==> src/core/dhcp_pkg.sv <==
package dhcp_pkg;
    // ---------------------------------------------------------------
    // Command codes
    // ---------------------------------------------------------------
    localparam logic [7:0] OP_READ = 8'h00;
    localparam logic [7:0] OP_WRITE = 8'h01;
    localparam logic [7:0] OP_WRITE_VERIFY = 8'h02;
    localparam logic [3:0] TYPE_DIAG = 4'h1;
    localparam logic [3:0] TYPE_SYS = 4'h2;
    localparam logic [23:0] LBA_IDENT = 24'hffffff;
    localparam logic [23:0] LBA_SPARE = 24'hfffffe;
    localparam int LEGACY_BYTES = 4;
    localparam logic [2:0] LEGACY_LAST = 3'h3;
    localparam logic [3:0] MAX_FRAME = 4'hf;
    // ---------------------------------------------------------------
    // Timing
    // ---------------------------------------------------------------
    localparam int EXEC_NS = 100;
    localparam int CLK_NS = 10;
    localparam logic [7:0] EXEC_CYC = 8'(EXEC_NS / CLK_NS);
    localparam logic [7:0] WATCHDOG_CYC = 8'hff;
    // ---------------------------------------------------------------
    // Decoded operation
    // ---------------------------------------------------------------
    typedef enum logic [2:0] {
        DHCP_OP_NONE,
        DHCP_OP_READ,
        DHCP_OP_WRITE,
        DHCP_OP_WRVER,
        DHCP_OP_IDENT,
        DHCP_OP_SPARE,
        DHCP_OP_DIAG,
        DHCP_OP_REJECT
    } dhcp_op_t;
endpackage : dhcp_pkg

==> src/core/dhcp_if.sv <==
`timescale 1ns/1ps
interface dhcp_if;
    logic [7:0] host_data;
    logic host_data_oe;
    logic [7:0] ctrl_data;
    logic ctrl_data_oe;
    logic parity;
    logic host_attention;
    logic controller_hold_off;
    logic host_data_valid;
    logic read_not_write;
    wire [7:0] bus = ctrl_data_oe ? ctrl_data : (host_data_oe ? host_data : 8'h00);
    modport device (
        input host_data, host_data_oe, host_attention, host_data_valid, read_not_write,
        output ctrl_data, ctrl_data_oe, parity, controller_hold_off
    );
    modport host (
        input ctrl_data, ctrl_data_oe, parity, controller_hold_off,
        output host_data, host_data_oe, host_attention, host_data_valid, read_not_write
    );
endinterface : dhcp_if

==> src/core/dhcp_device.sv <==
// Summary of operation
// - Controller drives odd parity on its words.
// - Host words unchecked; parity regenerated and returned.
// - Host checks parity on the line.
// - Host waits on hold-off before attention.
// - Hold-off asserted while controller is occupied.
// - Host strobe marks valid bus data.
// - Direction low writes, high reads.
// - Legacy opcodes read, write, write-verify.
// - Opcode plus three address bytes; extras ignored.
// - All-ones reads identity; minus one reads spares.
// - Self-test failure rejects block commands, not diagnostics.
// - Frame is lead, instruction, parameters, check.
// - Lead type nibble selects diagnostic or system.
// - Length nibble only feeds checksum.
// - Check byte is ones-complement of byte sum.
`timescale 1ns/1ps
module dhcp_device
    import dhcp_pkg::*;
(
    input wire logic mclk,
    input wire logic arst_n,
    dhcp_if.device link,
    input wire logic self_test_fail,
    input wire logic [7:0] result_byte,
    output logic cmd_valid_q,
    output dhcp_op_t cmd_op_q,
    output logic [23:0] cmd_lba_q,
    output logic [7:0] cmd_instr_q,
    output logic result_rd_q
);
    typedef enum logic [1:0] {IDLE, RECV, EXEC} dhcp_state_t;
    dhcp_state_t state_q;
    logic [7:0] buf_q [0:15];
    logic [3:0] cnt_q;
    logic [7:0] sum_q;
    logic [7:0] exec_q;
    logic stb_q;
    logic [7:0] ctrl_data_q;
    logic ctrl_oe_q;
    logic parity_q;
    logic hold_q;
    // ---------------------------------------------------------------
    // Decode
    // ---------------------------------------------------------------
    wire stb_rise = link.host_data_valid & ~stb_q;
    wire wr_stb = stb_rise & ~link.read_not_write;
    wire rd_stb = stb_rise & link.read_not_write;
    wire [3:0] lead_type = buf_q[0][7:4];
    wire framed = (lead_type == TYPE_DIAG) || (lead_type == TYPE_SYS);
    wire legacy = ~framed && (buf_q[0] <= OP_WRITE_VERIFY);
    wire [23:0] legacy_lba = {buf_q[1], buf_q[2], buf_q[3]};
    // The frame ends on the last byte written; the length nibble plays no part.
    wire [3:0] last_idx = cnt_q - 4'h1;
    wire [7:0] frame_sum = sum_q - buf_q[last_idx];
    wire check_ok = (buf_q[last_idx] == ~frame_sum);
    wire [7:0] sys_instr = buf_q[1];
    wire legacy_full = legacy && (cnt_q >= 4'(LEGACY_BYTES));
    wire frame_full = framed && (cnt_q >= 4'h3) && check_ok;
    // Diagnostic frames pass even after a failed self-test.
    wire frame_diag = (lead_type == TYPE_DIAG);
    wire lba_ident = (legacy_lba == LBA_IDENT);
    wire lba_spare = (legacy_lba == LBA_SPARE);
    wire lead_read = (buf_q[0] == OP_READ);
    wire lead_write = (buf_q[0] == OP_WRITE);
    wire instr_read = (sys_instr == OP_READ);
    wire instr_write = (sys_instr == OP_WRITE);
    wire instr_wrver = (sys_instr == OP_WRITE_VERIFY);
    dhcp_op_t op_d;
    // Anything that is neither a whole legacy command nor a clean frame falls through to a refusal,
    // so a short or garbled command can never start a transfer.
    always_comb begin
        op_d = DHCP_OP_REJECT;
        if (legacy_full) begin
            if (self_test_fail) begin
                op_d = DHCP_OP_REJECT;
            end else if (lead_read && lba_ident) begin
                op_d = DHCP_OP_IDENT;
            end else if (lead_read && lba_spare) begin
                op_d = DHCP_OP_SPARE;
            end else if (lead_read) begin
                op_d = DHCP_OP_READ;
            end else if (lead_write) begin
                op_d = DHCP_OP_WRITE;
            end else begin
                op_d = DHCP_OP_WRVER;
            end
        end else if (frame_full) begin
            if (frame_diag) begin
                op_d = DHCP_OP_DIAG;
            end else if (self_test_fail) begin
                op_d = DHCP_OP_REJECT;
            end else if (instr_read) begin
                op_d = DHCP_OP_READ;
            end else if (instr_write) begin
                op_d = DHCP_OP_WRITE;
            end else if (instr_wrver) begin
                op_d = DHCP_OP_WRVER;
            end
        end
    end
    // ---------------------------------------------------------------
    // Receive buffer
    // ---------------------------------------------------------------
    // Bytes beyond the fifteenth are dropped; legacy decode only looks at the first four.
    // The entries carry no reset: the decoded operation only depends on entries below the byte count.
    wire byte_take = (state_q == RECV) && wr_stb && (cnt_q != MAX_FRAME);
    always_ff @(posedge mclk) begin
        if (byte_take) begin
            buf_q[cnt_q] <= link.host_data;
        end
    end
    // ---------------------------------------------------------------
    // Strobe edge
    // ---------------------------------------------------------------
    // Only the rising edge counts, so a strobe held high takes one byte and not one per cycle.
    always_ff @(posedge mclk or negedge arst_n) begin
        if (!arst_n) begin
            stb_q <= 1'b0;
        end else begin
            stb_q <= link.host_data_valid;
        end
    end
    wire frame_end = !link.host_attention;
    wire exec_done = (exec_q == 8'h00);
    // ---------------------------------------------------------------
    // Handshake and execution
    // ---------------------------------------------------------------
    always_ff @(posedge mclk or negedge arst_n) begin
        if (!arst_n) begin
            state_q <= IDLE;
            cnt_q <= 4'h0;
            sum_q <= 8'h00;
            exec_q <= 8'h00;
            hold_q <= 1'b0;
            cmd_valid_q <= 1'b0;
            cmd_op_q <= DHCP_OP_NONE;
            cmd_lba_q <= 24'h000000;
            cmd_instr_q <= 8'h00;
        end else begin
            cmd_valid_q <= 1'b0;
            case (state_q)
                IDLE: begin
                    // A new command always starts from an empty buffer and a clear sum.
                    if (link.host_attention) begin
                        state_q <= RECV;
                        cnt_q <= 4'h0;
                        sum_q <= 8'h00;
                    end
                end
                RECV: begin
                    if (byte_take) begin
                        cnt_q <= cnt_q + 4'h1;
                        sum_q <= sum_q + link.host_data;
                    end
                    // The host sees hold-off one cycle after attention falls and must not start before.
                    if (frame_end) begin
                        state_q <= EXEC;
                        hold_q <= 1'b1;
                        exec_q <= EXEC_CYC;
                        cmd_valid_q <= 1'b1;
                        cmd_op_q <= op_d;
                        cmd_lba_q <= legacy_lba;
                        cmd_instr_q <= sys_instr;
                    end
                end
                default: begin
                    // Busy until the result may be read.
                    if (exec_done) begin
                        hold_q <= 1'b0;
                        state_q <= IDLE;
                    end else begin
                        exec_q <= exec_q - 8'h01;
                    end
                end
            endcase
        end
    end
    // ---------------------------------------------------------------
    // Return path and parity
    // ---------------------------------------------------------------
    // Host words are never checked: parity of the echoed word is recomputed here.
    // The direction is taken at the same edge as the word, so on reads the parity on the line
    // belongs to the word beside it; the host reads one cycle after its strobe for that reason.
    wire [7:0] tx_word = link.read_not_write ? result_byte : link.host_data;
    wire tx_parity = ~(^tx_word);
    wire rd_take = rd_stb & ~hold_q;
    always_ff @(posedge mclk or negedge arst_n) begin
        if (!arst_n) begin
            ctrl_data_q <= 8'h00;
            ctrl_oe_q <= 1'b0;
            parity_q <= 1'b1;
            result_rd_q <= 1'b0;
        end else begin
            ctrl_data_q <= result_byte;
            // The controller only drives the bus on reads and never while it is busy.
            ctrl_oe_q <= link.read_not_write & ~hold_q;
            parity_q <= tx_parity;
            result_rd_q <= rd_take;
        end
    end
    assign link.ctrl_data = ctrl_data_q;
    assign link.ctrl_data_oe = ctrl_oe_q;
    assign link.parity = parity_q;
    assign link.controller_hold_off = hold_q;
endmodule : dhcp_device

==> src/flat_wrapper.sv <==
// flat-port wrapper written by rule: the top's interface ports become plain ports
module dhcp_device_flat import dhcp_pkg::*;
  (mclk, arst_n, self_test_fail, result_byte, cmd_valid_q, cmd_op_q, cmd_lba_q, cmd_instr_q, result_rd_q, link_host_data, link_host_data_oe, link_host_attention, link_host_data_valid, link_read_not_write, link_ctrl_data, link_ctrl_data_oe, link_parity, link_controller_hold_off);
  dhcp_if link_i ();
  input wire logic mclk;
  input wire logic arst_n;
  input wire logic self_test_fail;
  input wire logic [7:0] result_byte;
  output logic cmd_valid_q;
  output dhcp_op_t cmd_op_q;
  output logic [23:0] cmd_lba_q;
  output logic [7:0] cmd_instr_q;
  output logic result_rd_q;
  input wire logic [$bits(link_i.host_data)-1:0] link_host_data;
  input wire logic [$bits(link_i.host_data_oe)-1:0] link_host_data_oe;
  input wire logic [$bits(link_i.host_attention)-1:0] link_host_attention;
  input wire logic [$bits(link_i.host_data_valid)-1:0] link_host_data_valid;
  input wire logic [$bits(link_i.read_not_write)-1:0] link_read_not_write;
  output wire logic [$bits(link_i.ctrl_data)-1:0] link_ctrl_data;
  output wire logic [$bits(link_i.ctrl_data_oe)-1:0] link_ctrl_data_oe;
  output wire logic [$bits(link_i.parity)-1:0] link_parity;
  output wire logic [$bits(link_i.controller_hold_off)-1:0] link_controller_hold_off;
  assign link_i.host_data = link_host_data;
  assign link_i.host_data_oe = link_host_data_oe;
  assign link_i.host_attention = link_host_attention;
  assign link_i.host_data_valid = link_host_data_valid;
  assign link_i.read_not_write = link_read_not_write;
  assign link_ctrl_data = link_i.ctrl_data;
  assign link_ctrl_data_oe = link_i.ctrl_data_oe;
  assign link_parity = link_i.parity;
  assign link_controller_hold_off = link_i.controller_hold_off;
  dhcp_device u_core (.mclk(mclk), .arst_n(arst_n), .link(link_i), .self_test_fail(self_test_fail), .result_byte(result_byte), .cmd_valid_q(cmd_valid_q), .cmd_op_q(cmd_op_q), .cmd_lba_q(cmd_lba_q), .cmd_instr_q(cmd_instr_q), .result_rd_q(result_rd_q));
endmodule
==> config.mk <==
export PLATFORM = sky130hd
export DESIGN_NAME = dhcp_device_flat
export DESIGN_NICKNAME = d
export VERILOG_FILES = /design/src/core/dhcp_pkg.sv /design/src/core/dhcp_if.sv /design/src/core/dhcp_device.sv /design/src/flat_wrapper.sv
export SDC_FILE = /design/constraint.sdc
export NUM_CORES = 1
export LEC_CHECK = 0
export BUFFER_PORTS_ARGS = -buffer_cell sky130_fd_sc_hd__buf_2
export CAP_MARGIN = 20
export CORE_UTILIZATION = 30
export CTS_BUF_LIST = sky130_fd_sc_hd__clkbuf_4
export CTS_CLUSTER_SIZE = 8
export DETAILED_ROUTE_END_ITERATION = 10
export PLACE_DENSITY = 0.43
export SKIP_CTS_REPAIR_TIMING = 1
export SLEW_MARGIN = 25
export SYNTH_ARGS = -nofsm -noshare
export SYNTH_HDL_FRONTEND = slang
export SYNTH_SLANG_ARGS = --single-unit
export TNS_END_PERCENT = 100
==> constraint.sdc <==
create_clock -name mclk -period 12.6 [get_ports mclk]
set_clock_uncertainty 0.05 [all_clocks]
set_input_delay 0.63 -clock mclk [delete_from_list [all_inputs] [get_ports mclk]]
set_output_delay 0.63 -clock mclk [all_outputs]
set_load 0.005 [all_outputs]
# Yosys cells after proc, flatten, opt, wreduce, memory -nomap -nowiden
# Memories as Yosys holds them, arrays and structs flattened.
# Index checks and enable logic that the tools add are counted.
[word_totals] mem_bits_rw=128 output_inout_bits=48 ff_bits=71 elab_cells=105 memories=1
[op_classes] n_eq_ne=14 n_reduce_logical=22 muxes=33 bitwise=13 order_cmp=3 add_sub_neg=5
[mem_list] memory="u_core.buf_q" depth=16 word_bits=8 rd=5 rd_clocked_by_memory_dff=0 wr=1 line_no="dhcp_device.sv:34" text="logic [7:0] buf_q [0:15];"
[ops] op="$eq A24 B24 Y1 const B" n=2
[ops] op="$mux W8" n=5
[ops] op="$mux W3" n=11
[ops] op="$pmux W8 S2" n=2
[ops] op="$logic_not A8 Y1" n=3
[ops] op="$eq A8 B1 Y1 const B" n=2
[ops] op="$reduce_and A3 Y1" n=4
[ops] op="$add A8 B8 Y8" n=1
[ops] op="$eq A8 B2 Y1 const B" n=1
[ops] op="$eq A8 B8 Y1" n=1
[ops] op="$le A8 B2 Y1 const B" n=1
[ops] op="$logic_and A1 B1 Y1" n=8
[ops] op="$mux W4" n=2
[ops] op="$not A8 Y8" n=1
[ops] op="$pmux W4 S2" n=1
[ops] op="$reduce_xor A8 Y1" n=1
[ops] op="$sub A8 B1 Y8 const B" n=1
[ops] op="$sub A8 B8 Y8" n=1
[ops] op="$mux W1" n=7
[ops] op="$not A1 Y1" n=7
[ops] op="$mux W2" n=3
[ops] op="$ne A2 B2 Y1 const B" n=3
[ops] op="$and A1 B1 Y1" n=5
[ops] op="$add A4 B1 Y4 const B" n=1
[ops] op="15 further kinds" n=16

# Logic depth before layout (Yosys ltp)
# An unclocked memory read counts as a cell.
[logic_depth] depth_word=9 depth_mapped=21 depth_no_buf=14

# Least setup slack after synthesis
# OpenSTA, ideal clock, no wires.
[synth_timing] path_type="register to register" start="reg u_core.cnt_q[0]" end="reg u_core.cmd_op_q[0]" arrival_ns=4.153 path_stages_with_launch=20 synth_period_minus_slack_ns=4.339 required_time_ns=12.414 setup_slack_ns=8.261 n_path_buf=7 path_cell_list="dfrtp_1 > buf_6 > buf_12 > buf_4 > buf_2 > inv_1 > ha_1 > buf_4 > buf_4 > clkbuf_1 > mux4_2 > mux4_2 > inv_1 > ha_1 > a21o_1 > a31oi_1 > or4_1 > o211a_1 > nor3_2 > a31oi_1"
[synth_via] elab_chain_cells=8
[synth_rtl] item="start: declaration" line_no="dhcp_device.sv:35" text="logic [3:0] cnt_q;"
[synth_rtl] item="start signal: assignment" line_no="dhcp_device.sv:153" text="cnt_q <= cnt_q + 4'h1;"
[synth_rtl] item="$sub A4 B1 Y4" line_no="dhcp_device.sv:54" text="wire [3:0] last_idx = cnt_q - 4'h1;"
[synth_rtl] item="$mem_v2 Z16 W8"
[synth_rtl] item="$sub A8 B8 Y8" line_no="dhcp_device.sv:55" text="wire [7:0] frame_sum = sum_q - buf_q[last_idx];"
[synth_rtl] item="$not A8 Y8" line_no="dhcp_device.sv:56" text="wire check_ok = (buf_q[last_idx] == ~frame_sum);"
[synth_rtl] item="$eq A8 B8 Y1" line_no="dhcp_device.sv:56"
[synth_rtl] item="$logic_and A1 B1 Y1" line_no="dhcp_device.sv:59" text="wire frame_full = framed && (cnt_q >= 4'h3) && check_ok;"
[synth_rtl] item="$mux W3" line_no="dhcp_device.sv:88" text="end else if (frame_full) begin"
[synth_rtl] item="$mux W3 (*)" line_no="dhcp_device.sv:74" text="if (legacy_full) begin"
[synth_rtl] item="end signal: assignment" line_no="dhcp_device.sv:162" text="cmd_op_q <= op_d;"
[synth_rtl] item="end: declaration" line_no="dhcp_device.sv:27" text="output dhcp_op_t cmd_op_q,"
# Every way passes the cells marked *; elsewhere a longest branch is shown, timed or not.
# A chain may end at the register's enable or synchronous reset.

# Final worst setup path
[layout_timing] start="reg u_core.cnt_q[0]" end="reg u_core.cmd_op_q[1]"
# The elaborated chain is that of the path after synthesis.

==> metrics.md <==
| Metric | Value |
|---|---|
| Outcome | finished, violations left |
| Violations in the final reports | DRC |
| Max VDD drop | 0.08417 mV |
| Origin of the worst min-delay path | link_host_data_valid |
| Vias | 4752 |
| Hold Crit Class | in2reg |
| Drt first pass iters | 8 |
| First-pass GRT wire length | 28830 um |
| Synthesis-stage register bit count | 179 |
| Crit start category | flop |
| Clock slew at reported path FFs | 180 ps |
| Post-synth top area cell | edfxtp_1 |
| Die X | 165.3 um |
| Worst setup EP type | flop |
| CTS Buf Count | 17 |
| Layout area overhead | 11.77% |
| CTS sink count | 179 |
| Reg2reg start | u_core.cnt_q[0] |
| Final wirelength | 18600 um |
| # IOs | 71 |
| Number of enable flip-flop cells after synthesis | 116 |
| DRC viols | 16 |
| Die height | 165.3 um |
| Final setup TNS | 0 ps |
| Worst setup path class | reg2reg |
| Fin crit period | 4734 ps |
| Arrival @ worst endpoint | 5130 ps |
| Starting Density | 30.62% |
| Reg-to-reg slack, setup | 7870 ps |
| Clock Power Share | 16.9% |
| Max-Slew Margin vs Limit | 38.78% |
| Worst path max stage delay | 600 ps |
| Initial DRC count | 289 |
| Crit-path leading delay family | multiplexers |
| Lkg Pwr | 3.465 nW |
| GRT Resource Usage Total | 14.50% |
| RSZ-0062 raised after global routing | no |
| Die ar. | 27330 sq um |
| ANT nets after route | 0 |
| Sw Ratio | 38.62% |
| Number of synthesis warnings | 0 |
| Clk buf depth | 2 |
| Pin count of the biggest net entering global routing | 64 |
| Tcrit/Tclk final | 37.57% |
| Initial antenna violation count | 1 |
| Root Driver | clkbuf_4 |
| Syn Area/Cell | 13.92 sq um |
| Post-Layout Cell Count | 996 |
| Fill count | 2616 |
| CTS tree | built |
| # setup viols final | 0 |
| Final max-slew violation count | 0 |
| Std cell rows | 59 |
| GPL Wtd Cong | 0.7717 |
| Hold Fails Final Rpt | 0 |
| Critical path launch point | u_core.cnt_q[0] |
| Mapped Cells | 575 |
| Max-Cap Viols | 0 |
| CP max stage cell | mux4_2 |
| Pwr/cell area | 219.9 nW/um^2 |
| NetSw | 0.0007595 W |
| Worst skew pair latency | 580 ps |
| Highest clock rate | 211.3 MHz |
| Vias in the first global route | 4985 |
| Crit-path max FO | 42 |
| Synth area leaders | edfxtp_1 44%, dfrtp_1 19%, mux4_2 6.2%, nand2_1 4.4%, ha_1 3.0% |
| Via/cell ratio | 4.771 |
| Seq pwr share | 38.7% |
| Crit-path cells | buf_4 > inv_1 > ha_1 > xnor2_1 > mux4_2 > mux2_2 > ha_1 > a21o_1 > a31oi_1 > or4_1 > o211a_1 > nor3_2 > a31oi_1 |
| Comb pwr share | 44.4% |
| Seq/Total Area, Yosys | 63.25% |
| Internal Power | 0.001207 W |
| Most frequent cells in the layout | 116 x edfxtp_1, 93 x nand2_1, 69 x buf_2, 61 x dfrtp_1, 22 x mux4_2 |
| Core box area | 26130 sq um |
| Yosys top cell area share | 43.53% |
| Worst path bufs/invs | 2 |
| Ys flop type | edfxtp_1 |
| Synthesized area | 8001 sq um |
| Layout cells sized above 1 | 21.06% |
| Placed Cells | 963 |
| Post-layout nets | 690 |
| Port bufs | 69 |
| Async SR Flop Fraction | 35.20% |
| H-tree level count | 4 |
| Wire per inst | 18.67 um |
| Worst-Margin Slew | 912.7 ps |
| Dpl hpwl | 12680 um |
| Commonest non-fill, non-tap cell in the layout | edfxtp_1 |
| Worst Path Required | 12990 ps |
| Synth cell types | 55 |
| GR Overflow Total | 0 |
worst register-to-register path: stages (launching register included):
cell	delay [ps]
dfrtp_2	370
buf_4	570
inv_1	180
ha_1	380
xnor2_1	490
mux4_2	600
mux2_2	310
ha_1	350
a21o_1	150
a31oi_1	90
or4_1	500
o211a_1	130
nor3_2	300
a31oi_1	140
metal layers:
metal	vias up	global-route usage, %	routed length, um
met5	-	0	0
met4	0	3.843	149
met3	12	2.647	606
met2	89	24.08	9066
met1	2401	19.42	8776
li1	2250	-	-
logic make-up after synthesis:
logic type / count (synthesis) / synth area share, %
xor+xnor: 33 / 3.847
buf+inv: 44 / 3.034
compound gates: 64 / 4.832
flops: 179 / 63.25
simple gates: 180 / 10.60
mux: 54 / 11.16
other cells: 1 / 0.04687
fa+ha+maj: 20 / 3.221
power groups by stage:
stage	Combinational [W]	Clock, W	Sequential, W
final	0.000873	0.000333	0.000761
after global placement	0.000868	0	0.000771
after detailed placement	0.000879	0	0.000776
after global routing	0.000971	0.000368	0.000773
after floorplan	0.000661	0	0.000766
after CTS	0.000883	0.000346	0.000762
metrics by stage:
stage / setup slack, ps / utilization (%) / instance area, sq um / power (W) / hold slack (ps)
floorplan: 8261 / - / 8024 / 0.001428 / 284.4
global placement: 7866 / 33.09 / 8648 / 0.001639 / 408.5
detailed placement: 7848 / 33.09 / 8648 / 0.001655 / 410.4
CTS: 7810 / 34.21 / 8941 / 0.001991 / 51.40
global route: 7526 / 34.22 / 8944 / 0.002112 / 45.31
finish: 7866 / 34.22 / 8944 / 0.001966 / 105.7
sequential cells by signal, summed over array words and instances, names as in the netlist:
signal / count
u_core.buf_q: 116
u_core.cmd_instr_q: 8
u_core.cmd_lba_q: 16
u_core.cmd_op_q: 3
u_core.cmd_valid_q: 1
u_core.cnt_q: 4
u_core.exec_q: 8
u_core.link.controller_hold_off: 1
u_core.link.ctrl_data: 8
u_core.link.ctrl_data_oe: 1
u_core.link.parity: 1
u_core.result_rd_q: 1
u_core.state_q: 2
u_core.stb_q: 1
u_core.sum_q: 8
synth_stat cells (2+ instances only):
cell type and count:
nand2_1 93, nor2b_1 3, and2_1 9, nand3_1 13, mux2_2 5, o21ai_0 19
a21o_1 4, o311ai_0 2, edfxtp_1 116, nand4_1 6, nor3_1 9, mux2i_1 21
and3b_1 2, xnor2_1 21, or4_1 2, o21bai_1 5, and3_1 6, mux4_1 4
buf_4 13, xor2_1 11, a21oi_1 21, mux4_2 22, or3_1 3, buf_1 2
nor2_1 20, and4_1 4, ha_1 19, a31oi_1 5, clkbuf_1 8, dfrtp_1 62
inv_1 16, nor4_1 6
worst paths after layout:
path | end | cells past startpoint
setup / recovery | u_core.cmd_op_q[1] | 13
hold / removal | u_core.stb_q | 1
setup reg to reg | u_core.cmd_op_q[1] | 13
hold reg to reg | u_core.link.ctrl_data_oe | 1
max in group asynchronous | u_core.cnt_q[0] | 2
min in group asynchronous | u_core.cmd_lba_q[9] | 2
cell type report:
cell class / instances / area, sq um / area share [%]
clock inverters: 15 / 165.2 / 1.847
inverters: 17 / 63.81 / 0.7135
clock buffers: 17 / 127.6 / 1.427
diodes: 1 / 2.502 / 0.02798
flip-flops and latches: 179 / 5062 / 56.60
well taps: 335 / 419.2 / 4.687
multi-input cells: 358 / 2720 / 30.41
repair buffers: 74 / 382.9 / 4.281
No activity file was read; power rests on OpenSTA's default activity.
